==> config.mk <==
export PLATFORM = sky130hd
export DESIGN_NAME = dee_ctrl
export DESIGN_NICKNAME = d
export VERILOG_FILES = /design/src/rtl/dee_array.v /design/src/rtl/dee_op_timer.v /design/src/rtl/dee_ctrl.v
export VERILOG_INCLUDE_DIRS = /design/src /design/src/rtl
export SDC_FILE = /design/constraint.sdc
export NUM_CORES = 2
export LEC_CHECK = 0
export BUFFER_PORTS_ARGS = -buffer_cell sky130_fd_sc_hd__buf_2
export CAP_MARGIN = 10
export CORE_MARGIN = 5
export CORE_UTILIZATION = 40
export CTS_BUF_LIST = sky130_fd_sc_hd__clkbuf_4 sky130_fd_sc_hd__clkbuf_8 sky130_fd_sc_hd__clkbuf_16
export CTS_CLUSTER_DIAMETER = 40
export DETAILED_ROUTE_END_ITERATION = 8
export PLACE_DENSITY = 0.63
export SLEW_MARGIN = 20
export SYNTH_ARGS = -nofsm -noshare
export SYNTH_HDL_FRONTEND = slang
export SYNTH_SLANG_ARGS = --single-unit
export TNS_END_PERCENT = 10
==> constraint.sdc <==
create_clock -name clk_sys_i -period 6 [get_ports clk_sys_i]
set_input_delay 0.6 -clock clk_sys_i [delete_from_list [all_inputs] [get_ports clk_sys_i]]
set_output_delay 0.6 -clock clk_sys_i [all_outputs]
set_load 0.01 [all_outputs]
==> src/rtl/dee_consts.vh <==
// Purpose: shared constants of the data eeprom unlock and control block
// Assumes: 100 MHz system clock, Avalon-MM slave with 32-bit data
// Notes: byte offsets, field positions, reset values and timing counts
// Operation
// - array sits at top of program memory
// - large variant holds 256 words below top
// - small variant 128 words, smallest has none
// - sixteen-bit words, each read and written alone
// - operations run without stalling the bus
// - control, key and address registers steer operations
// - upper byte start and flag, lower selects op
// - key register write-only, guards against stray writes
// - correct key opens one-cycle control write window
// - start bit set in window begins operation
`ifndef DEE_CONSTS_VH
`define DEE_CONSTS_VH

// register byte offsets
`define DEE_OFS_CTRL 5'h00
`define DEE_OFS_KEY 5'h04
`define DEE_OFS_ADDR 5'h08
`define DEE_OFS_DATA 5'h0c
`define DEE_OFS_ISTAT 5'h10
`define DEE_OFS_IMASK 5'h14

// control register fields
`define DEE_CTRL_START 15
`define DEE_CTRL_ERR 13
`define DEE_CTRL_OP_HI 7
`define DEE_CTRL_RST 16'h0000
`define DEE_OP_RST 8'h00
`define DEE_OP_PROG 8'h01
`define DEE_OP_ERASE 8'h02
`define DEE_ERASED 16'hffff

// unlock key values
`define DEE_KEY_FIRST 8'h55
`define DEE_KEY_SECOND 8'haa

// program memory map
`define DEE_TOP_ADDR 24'h7fffff
`define DEE_BASE_LARGE 24'h7ffe00
`define DEE_BASE_SMALL 24'h7fff00
`define DEE_AW 8
`define DEE_WORDS 256

// variant select codes
`define DEE_VAR_NONE 2'h0
`define DEE_VAR_SMALL 2'h1
`define DEE_VAR_LARGE 2'h2

// interrupt status bits
`define DEE_IRQ_N 3
`define DEE_IRQ_DONE 0
`define DEE_IRQ_ERR 1
`define DEE_IRQ_KEYF 2

// operation time
`define DEE_CLK_NS 10
`define DEE_OP_TIME_NS 4000
`define DEE_OP_CYC (`DEE_OP_TIME_NS / `DEE_CLK_NS)
`define DEE_TMR_W 9

`endif

==> src/rtl/dee_array.v <==
// Purpose: 256 x 16 storage of the data eeprom words
// Assumes: one write port, one read port, registered read data
// Notes: read data appear one clock after the read strobe
`timescale 1ns/1ps
`default_nettype none
`include "dee_consts.vh"

module dee_array
(
  // clock
  input wire clk_sys_i,
  // write port
  input wire wr_en_i,
  input wire [`DEE_AW-1:0] wr_idx_i,
  input wire [15:0] wr_data_i,
  // read port
  input wire rd_en_i,
  input wire [`DEE_AW-1:0] rd_idx_i,
  output reg [15:0] rd_data_o
);

  reg [15:0] mem_r [0:`DEE_WORDS-1];

  always @(posedge clk_sys_i)
  begin
    if (wr_en_i)
      mem_r[wr_idx_i] <= wr_data_i;
    if (rd_en_i)
      rd_data_o <= mem_r[rd_idx_i];
  end

endmodule // dee_array
`default_nettype wire

==> src/rtl/dee_op_timer.v <==
// Purpose: times one program or erase cycle
// Assumes: start is a one-cycle pulse while idle
// Notes: done is a one-cycle pulse after the full cycle count
`timescale 1ns/1ps
`default_nettype none
`include "dee_consts.vh"

module dee_op_timer
(
  // clock and reset
  input wire clk_sys_i,
  input wire rst_b_i,
  // control
  input wire start_i,
  output reg done_o
);

  localparam integer LAST_I = `DEE_OP_CYC - 1;
  localparam [`DEE_TMR_W-1:0] LAST = LAST_I[`DEE_TMR_W-1:0];

  reg [`DEE_TMR_W-1:0] cnt_r;
  reg run_r;

  always @(posedge clk_sys_i or negedge rst_b_i)
  begin
    if (!rst_b_i)
    begin
      cnt_r <= {`DEE_TMR_W{1'b0}};
      run_r <= 1'b0;
      done_o <= 1'b0;
    end
    else
    begin
      done_o <= 1'b0;
      if (start_i)
      begin
        cnt_r <= {`DEE_TMR_W{1'b0}};
        run_r <= 1'b1;
      end
      else if (run_r)
      begin
        if (cnt_r == LAST)
        begin
          run_r <= 1'b0;
          done_o <= 1'b1;
        end
        else
          cnt_r <= cnt_r + 1'b1;
      end
    end
  end

endmodule // dee_op_timer
`default_nettype wire

==> src/rtl/dee_ctrl.v <==
// Purpose: data eeprom unlock, operation control and register slave
// Assumes: Avalon-MM master, one instruction cycle is one clock
// Notes: writes answer at once, reads take three cycles
//
// Our own choices: the placing of the registers and the Avalon-MM interface to the registers.
`timescale 1ns/1ps
`default_nettype none
`include "dee_consts.vh"

module dee_ctrl
(
  // clock and reset
  input wire clk_sys_i,
  input wire rst_b_i,
  // avalon-mm slave
  input wire [4:0] avs_address_i,
  input wire avs_read_i,
  input wire avs_write_i,
  input wire [31:0] avs_writedata_i,
  input wire [3:0] avs_byteenable_i,
  output reg [31:0] avs_readdata_o,
  output wire avs_waitrequest_o,
  // device variant
  input wire [1:0] variant_i,
  // status
  output wire busy_o,
  output wire irq_o
);

  //////////////////////////////////////////////////////////////////////
  // state codes

  localparam [2:0] ST_IDLE = 3'b001;
  localparam [2:0] ST_RUN = 3'b010;
  localparam [2:0] ST_DONE = 3'b100;

  //////////////////////////////////////////////////////////////////////
  // declarations

  reg [2:0] state_r;
  reg [2:0] state_nxt;
  reg start_r;
  reg err_r;
  reg [7:0] op_r;
  reg [23:0] tgt_addr_r;
  reg [15:0] wdata_r;
  reg key_half_r;
  reg unlock_r;
  reg [`DEE_IRQ_N-1:0] istat_r;
  reg [`DEE_IRQ_N-1:0] imask_r;
  reg [1:0] rd_ph_r;
  reg [7:0] run_op_r;
  reg [`DEE_AW-1:0] run_idx_r;
  reg [15:0] run_data_r;
  reg run_bad_r;
  reg [23:0] base_addr;
  reg addr_ok;
  reg op_ok;
  wire wr_acc;
  wire sel_ctrl;
  wire sel_key;
  wire sel_addr;
  wire sel_data;
  wire sel_istat;
  wire sel_imask;
  wire key_wr;
  wire key_first;
  wire key_second;
  wire start_req;
  wire op_start;
  wire tmr_done;
  wire finish;
  wire commit;
  wire [15:0] mem_rd;
  wire [15:0] commit_data;
  wire [`DEE_IRQ_N-1:0] ev_set;
  wire [15:0] ctrl_view;

  //////////////////////////////////////////////////////////////////////
  // bus decode

  assign sel_ctrl = (avs_address_i == `DEE_OFS_CTRL);
  assign sel_key = (avs_address_i == `DEE_OFS_KEY);
  assign sel_addr = (avs_address_i == `DEE_OFS_ADDR);
  assign sel_data = (avs_address_i == `DEE_OFS_DATA);
  assign sel_istat = (avs_address_i == `DEE_OFS_ISTAT);
  assign sel_imask = (avs_address_i == `DEE_OFS_IMASK);

  // writes are taken in the cycle they appear
  assign wr_acc = avs_write_i;
  // reads stall until the registered data stand
  assign avs_waitrequest_o = avs_read_i && (rd_ph_r != 2'h2);

  //////////////////////////////////////////////////////////////////////
  // unlock key sequence

  assign key_wr = wr_acc && sel_key && avs_byteenable_i[0];
  assign key_first = key_wr && (avs_writedata_i[7:0] == `DEE_KEY_FIRST);
  assign key_second = key_wr && key_half_r
    && (avs_writedata_i[7:0] == `DEE_KEY_SECOND);

  always @(posedge clk_sys_i or negedge rst_b_i)
  begin
    if (!rst_b_i)
    begin
      key_half_r <= 1'b0;
      unlock_r <= 1'b0;
    end
    else
    begin
      // any other write breaks a half-done sequence
      if (key_first)
        key_half_r <= 1'b1;
      else if (wr_acc)
        key_half_r <= 1'b0;
      // window lasts the single cycle after the second key
      unlock_r <= key_second;
    end
  end

  //////////////////////////////////////////////////////////////////////
  // operation control register

  assign start_req = wr_acc && sel_ctrl && avs_byteenable_i[1]
    && avs_writedata_i[`DEE_CTRL_START];
  // start only counts inside the window and while idle
  assign op_start = start_req && unlock_r && !start_r;

  always @(posedge clk_sys_i or negedge rst_b_i)
  begin
    if (!rst_b_i)
    begin
      op_r <= `DEE_OP_RST;
      err_r <= 1'b0;
      start_r <= 1'b0;
    end
    else
    begin
      if (wr_acc && sel_ctrl && avs_byteenable_i[0] && !start_r)
        op_r <= avs_writedata_i[`DEE_CTRL_OP_HI:0];
      if (op_start)
        start_r <= 1'b1;
      else if (finish)
        start_r <= 1'b0;
      // completion flag wins over a software clear
      if (finish)
        err_r <= run_bad_r;
      else if (wr_acc && sel_ctrl && avs_byteenable_i[1]
        && !avs_writedata_i[`DEE_CTRL_ERR])
        err_r <= 1'b0;
    end
  end

  assign ctrl_view = {start_r, 1'b0, err_r, 5'h00, op_r};

  //////////////////////////////////////////////////////////////////////
  // address and data registers

  always @(posedge clk_sys_i or negedge rst_b_i)
  begin
    if (!rst_b_i)
    begin
      tgt_addr_r <= `DEE_BASE_LARGE;
      wdata_r <= 16'h0000;
    end
    else if (wr_acc)
    begin
      if (sel_addr)
      begin
        if (avs_byteenable_i[0])
          tgt_addr_r[7:0] <= avs_writedata_i[7:0];
        if (avs_byteenable_i[1])
          tgt_addr_r[15:8] <= avs_writedata_i[15:8];
        if (avs_byteenable_i[2])
          tgt_addr_r[23:16] <= avs_writedata_i[23:16];
      end
      if (sel_data)
      begin
        if (avs_byteenable_i[0])
          wdata_r[7:0] <= avs_writedata_i[7:0];
        if (avs_byteenable_i[1])
          wdata_r[15:8] <= avs_writedata_i[15:8];
      end
    end
  end

  //////////////////////////////////////////////////////////////////////
  // address range and operation checks

  always @*
  begin
    base_addr = `DEE_BASE_LARGE;
    addr_ok = 1'b0;
    case (variant_i)
      `DEE_VAR_LARGE:
      begin
        base_addr = `DEE_BASE_LARGE;
        addr_ok = 1'b1;
      end
      `DEE_VAR_SMALL:
      begin
        base_addr = `DEE_BASE_SMALL;
        addr_ok = 1'b1;
      end
      default:
      begin
        base_addr = `DEE_BASE_LARGE;
        addr_ok = 1'b0;
      end
    endcase
    // words sit on even addresses up to the top of program memory
    if (tgt_addr_r < base_addr || tgt_addr_r > `DEE_TOP_ADDR
      || tgt_addr_r[0])
      addr_ok = 1'b0;
    op_ok = (op_r == `DEE_OP_PROG) || (op_r == `DEE_OP_ERASE);
  end

  //////////////////////////////////////////////////////////////////////
  // operation sequencer

  always @(posedge clk_sys_i or negedge rst_b_i)
  begin
    if (!rst_b_i)
    begin
      run_op_r <= 8'h00;
      run_idx_r <= {`DEE_AW{1'b0}};
      run_data_r <= 16'h0000;
      run_bad_r <= 1'b0;
    end
    else if (op_start)
    begin
      // operands are frozen so later bus writes cannot disturb them
      run_op_r <= op_r;
      run_idx_r <= tgt_addr_r[`DEE_AW:1];
      run_data_r <= wdata_r;
      run_bad_r <= !(addr_ok && op_ok);
    end
  end

  always @*
  begin
    state_nxt = state_r;
    case (state_r)
      ST_IDLE:
        if (op_start)
          state_nxt = ST_RUN;
      ST_RUN:
        if (tmr_done || run_bad_r)
          state_nxt = ST_DONE;
      ST_DONE:
        state_nxt = ST_IDLE;
      default:
        state_nxt = ST_IDLE;
    endcase
  end

  always @(posedge clk_sys_i or negedge rst_b_i)
  begin
    if (!rst_b_i)
      state_r <= ST_IDLE;
    else
      state_r <= state_nxt;
  end

  assign finish = (state_r == ST_DONE);
  assign commit = finish && !run_bad_r;
  assign commit_data = (run_op_r == `DEE_OP_ERASE) ? `DEE_ERASED : run_data_r;
  assign busy_o = start_r;

  dee_op_timer u_timer
  (
    .clk_sys_i(clk_sys_i),
    .rst_b_i(rst_b_i),
    .start_i(op_start),
    .done_o(tmr_done)
  );

  //////////////////////////////////////////////////////////////////////
  // storage array

  dee_array u_array
  (
    .clk_sys_i(clk_sys_i),
    .wr_en_i(commit),
    .wr_idx_i(run_idx_r),
    .wr_data_i(commit_data),
    .rd_en_i(rd_ph_r == 2'h0),
    .rd_idx_i(tgt_addr_r[`DEE_AW:1]),
    .rd_data_o(mem_rd)
  );

  //////////////////////////////////////////////////////////////////////
  // interrupt status and mask

  assign ev_set[`DEE_IRQ_DONE] = commit;
  assign ev_set[`DEE_IRQ_ERR] = finish && run_bad_r;
  // any key write other than a valid first or second key, or a start outside the window
  assign ev_set[`DEE_IRQ_KEYF] = (key_wr && !key_first && !key_second)
    || (start_req && !unlock_r);

  genvar gi;
  generate
    for (gi = 0; gi < `DEE_IRQ_N; gi = gi + 1)
    begin : g_istat
      always @(posedge clk_sys_i or negedge rst_b_i)
      begin
        if (!rst_b_i)
          istat_r[gi] <= 1'b0;
        else if (ev_set[gi])
          istat_r[gi] <= 1'b1;
        else if (wr_acc && sel_istat && avs_byteenable_i[0]
          && avs_writedata_i[gi])
          istat_r[gi] <= 1'b0;
      end
    end
  endgenerate

  always @(posedge clk_sys_i or negedge rst_b_i)
  begin
    if (!rst_b_i)
      imask_r <= {`DEE_IRQ_N{1'b0}};
    else if (wr_acc && sel_imask && avs_byteenable_i[0])
      imask_r <= avs_writedata_i[`DEE_IRQ_N-1:0];
  end

  assign irq_o = |(istat_r & imask_r);

  //////////////////////////////////////////////////////////////////////
  // read path

  always @(posedge clk_sys_i or negedge rst_b_i)
  begin
    if (!rst_b_i)
    begin
      rd_ph_r <= 2'h0;
      avs_readdata_o <= 32'h0000_0000;
    end
    else if (!avs_read_i || rd_ph_r == 2'h2)
      rd_ph_r <= 2'h0;
    else if (rd_ph_r == 2'h0)
      rd_ph_r <= 2'h1;
    else
    begin
      rd_ph_r <= 2'h2;
      case (avs_address_i)
        `DEE_OFS_CTRL: avs_readdata_o <= {16'h0000, ctrl_view};
        `DEE_OFS_ADDR: avs_readdata_o <= {8'h00, tgt_addr_r};
        `DEE_OFS_DATA: avs_readdata_o <= {16'h0000, mem_rd};
        `DEE_OFS_ISTAT: avs_readdata_o <= {29'h0, istat_r};
        `DEE_OFS_IMASK: avs_readdata_o <= {29'h0, imask_r};
        default: avs_readdata_o <= 32'h0000_0000;
      endcase
    end
  end

endmodule // dee_ctrl
`default_nettype wire

==> reports/results.tsv <==
metric	value	unit
final hold vios	0	
Reg power frac	48.2	%
post-cts resize count	0	
Num CTS Buffers	477	
Initial DRT Pass Iterations	6	
number of synthesized flops with an enable pin	4112	
FFs w/ async S/R, synth	3.09	%
Worst Path Buf+Inv	4	
Core Footprint	409000	µm²
Total Wirelength	421	mm
compound-cell area share of the yosys netlist	3.96	%
gpl congestion	0.898	
peak supply drop	0.270	mV
Syn Inst Count	7643	
sequential element share of the synthesized area	77.4	%
MaxCap Viol Count	0	
Area growth, synth to finish	15.6	%
Avg Cell Area, Syn	21.4	µm²
cell mode on critical path	buf_4	
ratio of cells with drive above 1 in the final layout	27.2	%
RSZ-0062 raised after global routing	no	
Root Driver	clkbuf_16	
warnings from Yosys	0	
post-synthesis sequential element count	4243	
initial antenna violation count	8	
Startpoint Class	flop	
Crit-path slowest cell	dfrtp_4	
minimum clock period	4.99	ns
Leak	0.0491	µW
slack of the critical path	1.01	ns
critical path data arrival time	5.67	ns
Longest Clk Path Bufs	4	
Die Area	422000	µm²
row cnt	235	
GRT Total Usage	19.4	%
Skew-Pair Late Insertion Delay	0.98	ns
clock-pin slew on the worst setup and hold paths	0.06	ns
Top FF cell, synth	edfxtp_1	
final design utilization	46.3	%
Post-CTS Hold Buffers	29	
status	finished clean	
Synth Area in Adders	0.0153	%
largest family of logic cells by synthesized area	multiplexers	
setup violators final	0	
relative slew slack	15.0	%
CTS sink cnt	4243	
crit-path cells	buf_4 -> buf_4 -> mux4_2 -> mux4_2 -> inv_1 -> o21ai_1 -> o32ai_1 -> buf_4 -> nor4_1	
initial DRC count	10200	
pre-CTS setup slack	1.12	ns
Slew Limit Fails	0	
largest net degree at the start of global routing	173	
Netlist cell types	74	
Sw Ratio	22.5	%
vias per cell	5.81	
Die Height	650	µm
wire length of the first global-routing pass	601	mm
I/O Pins	82	
die width	650	µm
slowest stage delay, CP	1.03	ns
Min-Delay Path Class	in2reg	
Max Fclk	0.200	GHz
post-synthesis simple-gate area fraction	1.79	%
Worst Setup Path Type	reg2reg	
XOR/XNOR Fraction of Synth Area	0.0481	%
Pint	52000	µW
via count	81900	
Worst Path Max Fanout	22	
vias in the first global route	81900	
P_sw	15000	µW
Inst Count DP	13200	
Final ANT Viol Nets	0	
Largest delay share family, worst path	buffers and inverters	
htree depth	5	
crit end category	flop	
starting density of the core	40.1	%
Total Nets Final	8269	
port bufs	64	
setup TNS	0	ns
dpl cell area	172000	µm²
Final HPWL DP	249	mm
Post-Syn Area	164000	µm²
CTS tree	built	
Clock Skews	0.0441	ns
total setup buffers inserted after CTS	0	
combinational fraction of design power	6.6	%
PwrDens	354	nW/µm²
mux contribution to synthesized area	14.9	%
# DRC	0	
fin crit share	83.2	%
CP Data Required Time	6.67	ns
worst slew pin tran	1.26	ns
GRT overflow	0	
Clock power frac	45.2	%
fin cells	14100	
post-route cell area	189000	µm²
WL/cell	29.9	µm
state kept, by name (all words and copies together) (netlist names):
name / cells
avs_readdata_o: 24
busy_o: 1
err_r: 1
imask_r: 3
istat_r: 3
key_half_r: 1
op_r: 8
rd_ph_r: 2
run_bad_r: 1
run_data_r: 16
run_idx_r: 8
run_op_r: 8
state_r: 3
tgt_addr_r: 24
u_array.mem_r: 4096
u_array.rd_data_o: 16
u_timer.cnt_r: 9
u_timer.done_o: 1
u_timer.run_r: 1
unlock_r: 1
wdata_r: 16
stage by stage:
step | hold WS [ns] | total power (µW)
2_1_floorplan | 0.304 | 35700
3_3_place_gp | 0.471 | 37300
3_5_place_dp | 0.469 | 37400
4_1_cts | 0.0234 | 67400
5_1_grt | 0.0943 | 68900
6_report | 0.104 | 67000
power groups by stage:
stage,Sequential (µW),Combinational (µW),Clock [µW]
floorplan,32800,2890,0
global placement,32900,4390,0
detailed placement,32900,4410,0
CTS,32300,4440,30700
global route,32300,4600,32000
finish,32300,4410,30300
path summary, 6_finish.rpt:
kind | cells past startpoint | slack [ns] | endpoint | start
hold reg to reg | 2 | 0.48 | avs_readdata_o[15] | avs_readdata_o[15]
min in group asynchronous | 2 | 0.17 | istat_r[1] | rst_b_i
setup / recovery | 9 | 1.01 | u_array.rd_data_o[2] | tgt_addr_r[1]
hold / removal | 5 | 0.10 | err_r | avs_address_i[1]
max in group asynchronous | 3 | 4.47 | avs_readdata_o[2] | rst_b_i
setup reg to reg | 9 | 1.01 | u_array.rd_data_o[2] | tgt_addr_r[1]
final cells by class:
cell class                      instances  area, µm²
Tap cell                             5451       6820
Multi-Input combinational cell       2930      34200
Clock inverter                        347       4020
Fill cell                           33200     220000
Antenna cell                            6       15.0
Timing Repair Buffer                  556       4760
Sequential cell                      4243     127000
Inverter                               12       50.0
Clock buffer                          546      12700
logic make-up (layout without fill, tap and decap cells):
group                    count (synthesis)  in the layout
AO/OA/AOI/OAI                          902            902
XOR/XNOR                                 9              9
adder cells (fa/ha/maj)                  2              2
buffers and inverters                  477           1461
flip-flops                            4243           4243
multiplexers                          1408           1408
other                                    1             14
AND/OR/NAND/NOR                        601            601
worst register-to-register path, delay by kind of cell (launching register included):
kind / cells / cell delay (ns)
buf+inv: 4 / 1.41
compound gates: 2 / 1.18
flops: 1 / 1.03
mux: 2 / 0.99
simple gates: 1 / 0.08
placed cells by master (no fill, tap or decap), drive strengths merged, types with 18 or more instances in the layout:
master       netlist  final
o211ai            32     32
mux2i            507    507
buf              234    527
edfxtp          4112   4112
o31ai             18     18
nor2             283    283
dfrtp            116    116
nand3             19     19
nand2             82     82
a211oi            33     33
nand2b            34     34
clkinv             0    173
nand4             21     21
inv               12     61
o221ai           201    201
bufinv             0     70
dlygate4sd3        0     29
a22oi            177    177
nor4              32     32
clkinvlp           0     55
mux2              88     88
mux4             813    813
o21ai             38     38
a22o              42     42
clkbuf           228    546
o22ai            129    129
a21oi            173    173
a221oi            22     22
nor3              56     56
Yosys cell counts, drive strengths merged, types with 32 or more instances:
cell | number | area, µm²
nand2 | 82 | 308
clkbuf | 228 | 870
a22o | 42 | 368
nor4 | 32 | 269
nor3 | 56 | 290
o221ai | 201 | 1770
edfxtp | 4112 | 123000
mux2i | 507 | 5070
o211ai | 32 | 240
mux2 | 88 | 991
mux4 | 813 | 18300
dfrtp | 116 | 2900
o22ai | 129 | 807
a22oi | 177 | 1330
nand2b | 34 | 213
a211oi | 33 | 248
nor2 | 283 | 1060
buf | 234 | 2190
a21oi | 173 | 866
o21ai | 38 | 190
routing by layer:
layer / global-route usage [%] / share of wire [%] / up-vias
met3: 3.59 / 8.6 / 757
li1: - / - / 33600
met5: 0 / 0.0055 / -
met1: 26.8 / 40 / 43500
met4: 7.08 / 3.9 / 4
met2: 31.0 / 48 / 3979
Power figures use the tool's default switching activity.
